[config.mk]
export PLATFORM = sky130hd
export DESIGN_NAME = lpts_shaper
export DESIGN_NICKNAME = d
export VERILOG_FILES = /design/src/design/lpts_pkg.sv /design/src/design/lpts_sync3.sv /design/src/design/lpts_template_store.sv /design/src/design/lpts_shaper.sv
export SDC_FILE = /design/constraint.sdc
export NUM_CORES = 1
export LEC_CHECK = 0
export BUFFER_PORTS_ARGS = -buffer_cell sky130_fd_sc_hd__buf_2
export CORE_AREA = 2 2 135 137
export DETAILED_ROUTE_END_ITERATION = 8
export DIE_AREA = 0 0 137 139
export SETUP_SLACK_MARGIN = 0.05
export SLEW_MARGIN = 10
export SYNTH_ARGS = -nofsm -noshare
export SYNTH_HDL_FRONTEND = slang
export SYNTH_HIERARCHICAL = 1
export SYNTH_SLANG_ARGS = --single-unit
[constraint.sdc]
create_clock -name pclk -period 2.6 [get_ports pclk]
set_clock_uncertainty 0.1 [all_clocks]
set_input_delay 0.13 -clock pclk [delete_from_list [all_inputs] [get_ports pclk]]
set_output_delay 0.13 -clock pclk [all_outputs]
set_load 0.02 [all_outputs]
[src/design/lpts_pkg.sv]
// Shared constants and types of the line pulse template shaper.
package lpts_pkg;

    // ==========================================================================
    // Register indexes and APB address width
    // ==========================================================================
    localparam logic [7:0] RX_IF_CFG_IDX   = 8'h03;
    localparam logic [7:0] TX_IF_CFG_IDX   = 8'h04;
    localparam logic [7:0] MASTER_DIAG_IDX = 8'h0A;
    localparam logic [7:0] LINE_LEN_IDX    = 8'h14;
    localparam logic [7:0] IND_ADDR_IDX    = 8'h16;
    localparam logic [7:0] IND_DATA_IDX    = 8'h17;
    localparam int         APB_AW          = 8;

    // ==========================================================================
    // Field positions and reset values
    // ==========================================================================
    localparam int         RX_UNI_BIT      = 0;
    localparam int         TX_UNI_BIT      = 0;
    localparam int         METAL_LB_BIT    = 3;
    localparam int         ILS_LSB         = 0;
    localparam int         SM_BIT          = 6;
    localparam int         RPT_BIT         = 7;
    localparam logic [7:0] RX_IF_CFG_RST   = 8'h00;
    localparam logic [7:0] TX_IF_CFG_RST   = 8'h00;
    localparam logic [7:0] MASTER_DIAG_RST = 8'h00;
    localparam logic [7:0] LINE_LEN_RST    = 8'h40;
    localparam logic [7:0] IND_ADDR_RST    = 8'h00;
    localparam logic [3:0] CODE_RST        = 4'h0;

    // ==========================================================================
    // Pulse timing and slicer
    // ==========================================================================
    localparam int         NUM_CODES       = 8;
    localparam int         BODY_CODES      = 4;
    localparam logic [3:0] HS_DIV          = 4'h1;
    localparam logic [3:0] MON_THRESHOLD   = 4'h6;

    typedef enum logic {LPTS_IDLE, LPTS_RUN} lpts_state_t;

    // Built-in templates, index 0 in the top nibble, one entry per length band, bands 6 and 7 sharing the last.
    function automatic logic [31:0] lpts_rom(input logic [2:0] band);
        case (band)
            3'h0:    lpts_rom = 32'hBAAA3321;
            3'h1:    lpts_rom = 32'hCBAA4321;
            3'h2:    lpts_rom = 32'hECBB5421;
            3'h3:    lpts_rom = 32'hEDBB6531;
            3'h4:    lpts_rom = 32'hFEBB8531;
            3'h5:    lpts_rom = 32'hFCBA8531;
            default: lpts_rom = 32'hFCAAA531;
        endcase
    endfunction : lpts_rom

endpackage : lpts_pkg

[src/design/lpts_sync3.sv]
// Three-stage pin synchroniser with agreement filter on the last two stages.
module lpts_sync3 #(
    parameter int W = 1
) (
    // Clock and reset
    input  wire logic         pclk,
    input  wire logic         presetn,
    // Data
    input  wire logic [W-1:0] din,
    output logic      [W-1:0] dout
);
    logic [W-1:0] s1_reg;
    logic [W-1:0] s2_reg;
    logic [W-1:0] s3_reg;
    logic [W-1:0] agree;
    logic [W-1:0] dout_next;

    // A bit changes only when the second and third stages agree.
    assign agree     = ~(s2_reg ^ s3_reg);
    assign dout_next = (agree & s3_reg) | (~agree & dout);

    always_ff @(posedge pclk or negedge presetn) begin
        if (!presetn) begin
            s1_reg <= '0;
            s2_reg <= '0;
            s3_reg <= '0;
            dout   <= '0;
        end else begin
            s1_reg <= din;
            s2_reg <= s1_reg;
            s3_reg <= s2_reg;
            dout   <= dout_next;
        end
    end
endmodule : lpts_sync3

[src/design/lpts_template_store.sv]
// Eight 4-bit custom template code registers with indexed write and reads.
module lpts_template_store
    import lpts_pkg::*;
(
    // Clock and reset
    input  wire logic         pclk,
    input  wire logic         presetn,
    // Software port
    input  wire logic         wr_en,
    input  wire logic [2:0]   wr_idx,
    input  wire logic [3:0]   wr_code,
    input  wire logic [2:0]   rd_idx,
    output logic      [3:0]   rd_code,
    // Sequencer port
    input  wire logic [2:0]   seq_idx,
    output logic      [3:0]   seq_code
);
    logic [3:0] code_mem [NUM_CODES];

    assign rd_code  = code_mem[rd_idx];
    assign seq_code = code_mem[seq_idx];

    always_ff @(posedge pclk or negedge presetn) begin
        if (!presetn) begin
            for (int i = 0; i < NUM_CODES; i++) begin
                code_mem[i] <= CODE_RST;
            end
        end else if (wr_en) begin
            code_mem[wr_idx] <= wr_code;
        end
    end
endmodule : lpts_template_store

[src/design/lpts_shaper.sv]
// Transmit pulse template shaper with APB registers and metallic loopback.
module lpts_shaper
    import lpts_pkg::*;
(
    // APB clock and reset
    input  wire logic        pclk,
    input  wire logic        presetn,
    // APB slave
    input  wire logic        psel,
    input  wire logic        penable,
    input  wire logic        pwrite,
    input  wire logic [31:0] paddr,
    input  wire logic [31:0] pwdata,
    input  wire logic [3:0]  pstrb,
    output logic      [31:0] prdata,
    output logic             pready,
    output logic             pslverr,
    // Transmit pulse pins
    input  wire logic        smoothed_tx_clock,
    input  wire logic        tx_pulse_pos,
    input  wire logic        tx_pulse_neg,
    // Line receive rails from the receive slicer
    input  wire logic        line_rx_pos,
    input  wire logic        line_rx_neg,
    // D/A codes and amplifier controls
    output logic      [3:0]  line_out_pos_code,
    output logic      [3:0]  line_out_neg_code,
    output logic             line_out_pos_ground,
    output logic             line_out_neg_ground,
    // Clock and data recovery rail inputs
    output logic             cdr_in_pos,
    output logic             cdr_in_neg,
    // Configuration levels for the neighbouring blocks
    output logic             rx_unipolar_select,
    output logic             tx_unipolar_select
);
    // ==========================================================================
    // Address decode
    // ==========================================================================
    function automatic logic [APB_AW-1:0] byte_addr(input logic [7:0] idx);
        byte_addr = {idx[5:0], 2'b00};
    endfunction : byte_addr

    logic [7:0] rx_if_cfg_reg;
    logic [7:0] tx_if_cfg_reg;
    logic [7:0] master_diag_reg;
    logic [7:0] line_len_reg;
    logic [7:0] ind_addr_reg;

    // Any upper address bit set makes the access unmapped, so aliases answer with an error.
    wire  [APB_AW-1:0] addr_lo  = paddr[APB_AW-1:0];
    wire               addr_hi0 = (paddr[31:APB_AW] == '0);
    wire               sel_rx   = addr_hi0 && (addr_lo == byte_addr(RX_IF_CFG_IDX));
    wire               sel_tx   = addr_hi0 && (addr_lo == byte_addr(TX_IF_CFG_IDX));
    wire               sel_diag = addr_hi0 && (addr_lo == byte_addr(MASTER_DIAG_IDX));
    wire               sel_len  = addr_hi0 && (addr_lo == byte_addr(LINE_LEN_IDX));
    wire               sel_iadr = addr_hi0 && (addr_lo == byte_addr(IND_ADDR_IDX));
    wire               sel_idat = addr_hi0 && (addr_lo == byte_addr(IND_DATA_IDX));
    wire               mapped   = sel_rx | sel_tx | sel_diag | sel_len | sel_iadr | sel_idat;

    // The answer costs one wait state so that read data leaves a flip-flop.
    wire               access   = psel && penable && !pready;
    wire               commit   = psel && penable && pready;
    wire               wr_ok    = commit && pwrite && mapped && pstrb[0];

    // ==========================================================================
    // Template store and indirect access
    // ==========================================================================
    logic [3:0] custom_rd_code;
    logic [3:0] custom_seq_code;
    logic [2:0] step_reg;

    // Reads of the data register show the custom store even while a built-in template runs.
    lpts_template_store u_store (
        .pclk     (pclk),
        .presetn  (presetn),
        .wr_en    (wr_ok && sel_idat),
        .wr_idx   (ind_addr_reg[2:0]),
        .wr_code  (pwdata[3:0]),
        .rd_idx   (ind_addr_reg[2:0]),
        .rd_code  (custom_rd_code),
        .seq_idx  (step_reg),
        .seq_code (custom_seq_code)
    );

    // ==========================================================================
    // Register read mux
    // ==========================================================================
    logic [7:0] rd_mux;

    assign rd_mux = sel_rx   ? rx_if_cfg_reg   :
                    sel_tx   ? tx_if_cfg_reg   :
                    sel_diag ? master_diag_reg :
                    sel_len  ? line_len_reg    :
                    sel_iadr ? ind_addr_reg    :
                    sel_idat ? {4'h0, custom_rd_code} :
                    8'h00;

    logic [31:0] prdata_next;
    logic        pready_next;
    logic        pslverr_next;

    assign pready_next  = access;
    assign pslverr_next = access && !mapped;
    assign prdata_next  = (access && !pwrite) ? {24'h000000, rd_mux} : 32'h00000000;

    always_ff @(posedge pclk or negedge presetn) begin
        if (!presetn) begin
            prdata  <= 32'h00000000;
            pready  <= 1'b0;
            pslverr <= 1'b0;
        end else begin
            prdata  <= prdata_next;
            pready  <= pready_next;
            pslverr <= pslverr_next;
        end
    end

    // ==========================================================================
    // Configuration registers
    // ==========================================================================
    always_ff @(posedge pclk or negedge presetn) begin
        if (!presetn) begin
            rx_if_cfg_reg   <= RX_IF_CFG_RST;
            tx_if_cfg_reg   <= TX_IF_CFG_RST;
            master_diag_reg <= MASTER_DIAG_RST;
            line_len_reg    <= LINE_LEN_RST;
            ind_addr_reg    <= IND_ADDR_RST;
        end else if (wr_ok) begin
            if (sel_rx) begin
                rx_if_cfg_reg <= pwdata[7:0];
            end
            if (sel_tx) begin
                tx_if_cfg_reg <= pwdata[7:0];
            end
            if (sel_diag) begin
                master_diag_reg <= pwdata[7:0];
            end
            if (sel_len) begin
                line_len_reg <= pwdata[7:0];
            end
            if (sel_iadr) begin
                ind_addr_reg <= pwdata[7:0];
            end
        end
    end

    wire        custom_template_enable = line_len_reg[RPT_BIT];
    wire        template_select_enable = line_len_reg[SM_BIT];
    wire [2:0]  line_length_select     = line_len_reg[ILS_LSB +: 3];
    wire        metallic_loopback      = master_diag_reg[METAL_LB_BIT];

    // Software is expected to keep these consistent during loopback; the block
    // only publishes them and does not police them.
    always_ff @(posedge pclk or negedge presetn) begin
        if (!presetn) begin
            rx_unipolar_select <= 1'b0;
            tx_unipolar_select <= 1'b0;
        end else begin
            rx_unipolar_select <= rx_if_cfg_reg[RX_UNI_BIT];
            tx_unipolar_select <= tx_if_cfg_reg[TX_UNI_BIT];
        end
    end

    // ==========================================================================
    // Pin synchronisers
    // ==========================================================================
    // The synchroniser resets low while the transmit clock idles high, so
    // release shows a rise and never a false fall.
    logic [2:0] pins_sync;

    lpts_sync3 #(
        .W (3)
    ) u_pin_sync (
        .pclk    (pclk),
        .presetn (presetn),
        .din     ({smoothed_tx_clock, tx_pulse_pos, tx_pulse_neg}),
        .dout    (pins_sync)
    );

    wire tclk_s = pins_sync[2];
    wire pos_s  = pins_sync[1];
    wire neg_s  = pins_sync[0];

    // ==========================================================================
    // High-speed sub-clock and transmit clock edge
    // ==========================================================================
    logic [3:0] hs_cnt_reg;
    logic       tclk_d_reg;
    logic       arm_reg;

    wire        hs_tick   = (hs_cnt_reg == HS_DIV - 4'h1);
    wire        tclk_fall = tclk_d_reg && !tclk_s;

    always_ff @(posedge pclk or negedge presetn) begin
        if (!presetn) begin
            hs_cnt_reg <= 4'h0;
            tclk_d_reg <= 1'b0;
        end else begin
            hs_cnt_reg <= hs_tick ? 4'h0 : hs_cnt_reg + 4'h1;
            tclk_d_reg <= tclk_s;
        end
    end

    // ==========================================================================
    // Template source selection
    // ==========================================================================
    logic [31:0] rom_word;
    logic [3:0]  rom_code;
    logic [3:0]  seq_code;

    // Without template select the shortest-line template is the fallback.
    assign rom_word = lpts_rom(template_select_enable ? line_length_select : 3'h0);
    assign rom_code = rom_word[(3'h7 - step_reg) * 4 +: 4];
    assign seq_code = custom_template_enable ? custom_seq_code : rom_code;

    // ==========================================================================
    // Pulse sequencer
    // ==========================================================================
    lpts_state_t state_reg;
    lpts_state_t state_next;
    logic        polarity_reg;
    logic        has_pulse_reg;
    logic [2:0]  step_next;
    logic        polarity_next;
    logic        has_pulse_next;
    logic        arm_next;

    // The falling transmit clock arms the sequencer; the next sub-clock tick
    // applies code 0, so a fall and a tick in one cycle start at once.
    always_comb begin
        state_next     = state_reg;
        step_next      = step_reg;
        polarity_next  = polarity_reg;
        has_pulse_next = has_pulse_reg;
        arm_next       = arm_reg || tclk_fall;
        case (state_reg)
            LPTS_IDLE: begin
                if (arm_next && hs_tick) begin
                    state_next     = LPTS_RUN;
                    step_next      = 3'h0;
                    polarity_next  = neg_s && !pos_s;
                    has_pulse_next = pos_s || neg_s;
                    arm_next       = 1'b0;
                end
            end
            LPTS_RUN: begin
                if (hs_tick) begin
                    if (step_reg == 3'(NUM_CODES - 1)) begin
                        state_next     = LPTS_IDLE;
                        has_pulse_next = 1'b0;
                        step_next      = 3'h0;
                    end else begin
                        step_next = step_reg + 3'h1;
                    end
                end
            end
            default: begin
                state_next = LPTS_IDLE;
            end
        endcase
    end

    always_ff @(posedge pclk or negedge presetn) begin
        if (!presetn) begin
            state_reg     <= LPTS_IDLE;
            step_reg      <= 3'h0;
            polarity_reg  <= 1'b0;
            has_pulse_reg <= 1'b0;
            arm_reg       <= 1'b0;
        end else begin
            state_reg     <= state_next;
            step_reg      <= step_next;
            polarity_reg  <= polarity_next;
            has_pulse_reg <= has_pulse_next;
            arm_reg       <= arm_next;
        end
    end

    // ==========================================================================
    // Output steering
    // ==========================================================================
    wire in_body   = (step_reg < 3'(BODY_CODES));
    wire active    = (state_reg == LPTS_RUN) && has_pulse_reg;
    // Body goes to the pulse's own rail, tail to the opposite rail.
    wire drive_pos = active && (in_body ^ polarity_reg);
    wire drive_neg = active && !(in_body ^ polarity_reg);

    logic [3:0] pos_code_next;
    logic [3:0] neg_code_next;

    assign pos_code_next = drive_pos ? seq_code : 4'h0;
    assign neg_code_next = drive_neg ? seq_code : 4'h0;

    // ==========================================================================
    // Monitor slicers and loopback
    // ==========================================================================
    // The slicers watch the registered codes, which are what the amplifiers
    // drive, so the recovery rails trail the line by one cycle. Long-line
    // templates can cross the threshold on the tail.
    wire mon_pos = (line_out_pos_code >= MON_THRESHOLD);
    wire mon_neg = (line_out_neg_code >= MON_THRESHOLD);

    wire cdr_pos_next = metallic_loopback ? mon_pos : line_rx_pos;
    wire cdr_neg_next = metallic_loopback ? mon_neg : line_rx_neg;

    always_ff @(posedge pclk or negedge presetn) begin
        if (!presetn) begin
            line_out_pos_code   <= 4'h0;
            line_out_neg_code   <= 4'h0;
            line_out_pos_ground <= 1'b1;
            line_out_neg_ground <= 1'b1;
            cdr_in_pos          <= 1'b0;
            cdr_in_neg          <= 1'b0;
        end else begin
            line_out_pos_code   <= pos_code_next;
            line_out_neg_code   <= neg_code_next;
            line_out_pos_ground <= !drive_pos;
            line_out_neg_ground <= !drive_neg;
            cdr_in_pos          <= cdr_pos_next;
            cdr_in_neg          <= cdr_neg_next;
        end
    end

endmodule : lpts_shaper

==> impl_metrics.ini <==
[yosys]
synth_mux_area_frac = 0.2392
synthArstFlopShare = 1.000
netlist_area_sq_um = 6010
synth_fa_ha_area_frac = 0.01395
syn-mean-instance-area_sq_um = 12.84
synth_top_family_by_area = multiplexers
synth-edff-count = 0
yosysWarnings = 6
synth.distinct_cells = 59
synth_seq_area_share = 0.5003
netlist_instances = 468
synth_simple_gate_area_share = 0.1089
synth_compound_area_frac = 0.07599
ys.flop_type = dfrtp_1
synth_xor_area_frac = 0.002915
yosys_register_bits = 120

[clock_tree]
path_clk_slew_ns = 0.06
cts_tree = yes
cts_setup_buffers = 0
cts-buffers-inserted = 17
clock-sinks = 120
clkLatencyLatePin_ns = 0.41
cts-root-buf = clkbuf_16
clockBufferDepth = 2
htreeDepth = 4

[worst_setup_path]
r2r-start = step_reg[0]
r2r_cells = 6
cp_top_family = buffers and inverters
r2r_end = line_out_neg_code[1]
start_kind = primary input
worstPathRequired_ns = 2.74
arrival_ns = 2.46
max_stage_delay_ns = 0.58
path_buf_inv = 3
worstSetupEndpointType = flip-flop
path_common_cell = dlygate4sd3_1
cp_cell_sequence = dlygate4sd3_1 -> buf_2 -> nand2_1 -> dlygate4sd3_1 -> nor2_1 -> nand3b_1 -> a2111oi_0
crit_type = in2reg
cp_max_fo = 8
reg2reg_slack_ns = 0.39
crit_path_top_delay_cell = dlygate4sd3_1

[routing]
vias_per_cell = 5.035
wl_met2_um = 6517
detail-route-antenna-nets = 0
num_vias = 4083
top_layer_used = met4
drtIter0Drc = 323
wl_met3_um = 599
avgRoutedWirePerCell_um = 16.10
m1WireLength_um = 5797
post-route-drc-count = 0
first_pass_iters = 4
drt-total-wl_um = 13060

[power_and_ir_drop]
p_leak_nw = 3.570
ir_drop_v = 0.0004206
powerDensity_nw_per_um2 = 725.7

[global_route]
grt_use_total = 0.1411
grt_pass1_wl_um = 20910
grt_pass1_vias = 4097
grt-ovfl-total = 0
antenna_found_initial = 0
grt_max_degree = 121

[finish]
regMostFlops = u_store/code_mem
final_cell_mix = dfrtp_1, mux2_2, buf_2, conb_1
antennaDiodeCount = 0
largest_reg_flops = 32
area_delta_synth_final_pct = 22.19
final_common_cell = dfrtp_1
drive_above_1_share = 0.3935
final_nets = 651
fin_area_sq_um = 7343

[timing]
setup_ws_ns = 0.2864
max_freq_ghz = 0.4322
rsz0062_at_grt = no
fin_crit_sh = 0.8898
maxSlewHeadroom = 0.5785
worst_pin_slew_ns = 0.6322
period_needed_ns = 2.314
report.final.slew_viol_count = 0
finalSetupViolations = 0
hold_violations = 0
fin_tns_setup_ns = 0

[placed_design]
place_congestion = 0.8002
dp_slack_ns = 0.1995
port_buffers = 74
place_area_sq_um = 6599
hpwl_um = 9226

[floorplan]
die_w_um = 137
rows = 49
ios = 126
coreArea_sq_um = 17660
die_h_um = 139
initial_core_util = 0.3403
die_area_sq_um = 19040

[run]
cap_violations = 0

[worst_hold_path]
min-delay-start = pwdata[3]
whs_path_depth = 2
hold-path-endpoint = u_store/code_mem[11]
hold_path_class = in2reg

[outcome]
status = finished clean
[cells by family after synthesis]
logic type | after synthesis
mux | 104
flops | 120
other cells | 1
simple gates | 108
compound gates | 70
buf+inv | 56
xor+xnor | 2
fa+ha+maj | 7
[metal layers]
| layer | up-vias | global-route usage |
|---|---|---|
| met5 | - | 0 |
| met1 | 2046 | 0.1772 |
| met2 | 118 | 0.2349 |
| met4 | 0 | 0.04721 |
| met3 | 10 | 0.03692 |
| li1 | 1909 | - |
[cell type report]
type | instances | area [sq um]
fillers | 1626 | 10310
flip-flops and latches | 120 | 3007
multi-input cells | 315 | 2740
repair buffers | 105 | 648.1
clock buffers | 18 | 439.2
well taps | 229 | 286.5
clock inverters | 14 | 185.2
inverters | 10 | 37.54
[cells in the mapped netlist (all sizes together), types with 3 or more instances]
| library cell | count | area (sq um) |
|---|---|---|
| a21oi | 21 | 105.1 |
| a22o | 5 | 43.79 |
| a22oi | 5 | 37.54 |
| a32o | 5 | 50.05 |
| and2 | 3 | 21.27 |
| and3 | 5 | 31.28 |
| and4bb | 3 | 37.54 |
| buf | 35 | 270.3 |
| clkbuf | 11 | 41.29 |
| dfrtp | 117 | 2928 |
| dfstp | 3 | 78.83 |
| ha | 4 | 50.05 |
| inv | 10 | 37.53 |
| maj3 | 3 | 33.78 |
| mux2 | 85 | 987.2 |
| mux2i | 3 | 30.03 |
| mux4 | 16 | 420.4 |
| nand2 | 24 | 92.59 |
| nand2b | 4 | 25.02 |
| nand3 | 7 | 35.03 |
| nand3b | 4 | 30.03 |
| nand4 | 3 | 18.77 |
| nand4b | 3 | 26.28 |
| nor2 | 23 | 86.33 |
| nor2b | 3 | 18.77 |
| nor3 | 4 | 20.02 |
| nor4 | 9 | 71.32 |
| o21ai | 17 | 85.08 |
| o22ai | 3 | 18.77 |
[stage by stage]
step	utilization	hold WS (ns)	std cells	power, mW
floorplan	-	-0.2656	491	2.672
global placement	0.3737	0.1394	767	2.880
detailed placement	0.3737	0.1393	767	2.908
CTS	0.4159	0.06563	811	5.405
global route	0.4159	0.07818	811	5.579
finish	0.4159	0.06478	811	5.329
[how the worst max path moves through the flow]
| stage | cells after the start | slack (ns) | to | from |
|---|---|---|---|---|
| detailed placement | 9 | 0.20 | u_store/code_mem[28] | paddr[14] |
| global placement | 9 | 0.18 | u_store/code_mem[31] | paddr[14] |
| global route | 7 | 0.21 | prdata[0] | psel |
| CTS | 7 | 0.36 | prdata[1] | psel |
| floorplan | 7 | 0.40 | u_store/code_mem[28] | paddr[19] |
| finish | 7 | 0.29 | prdata[1] | psel |
[power breakdown]
group | switching [mW] | leakage, nW | internal [mW]
logic | 0.407 | 1.65 | 0.321
clock network | 0.891 | 0.303 | 1.56
registers | 0.157 | 1.61 | 2.00
total | 1.45 | 3.57 | 3.87
[repair_timing]
item                                   CTS  global route
gates resized for setup                  0             0
endpoints found under the hold margin  143             0
hold buffers                            12             0
Power figures use the tool's default switching activity.
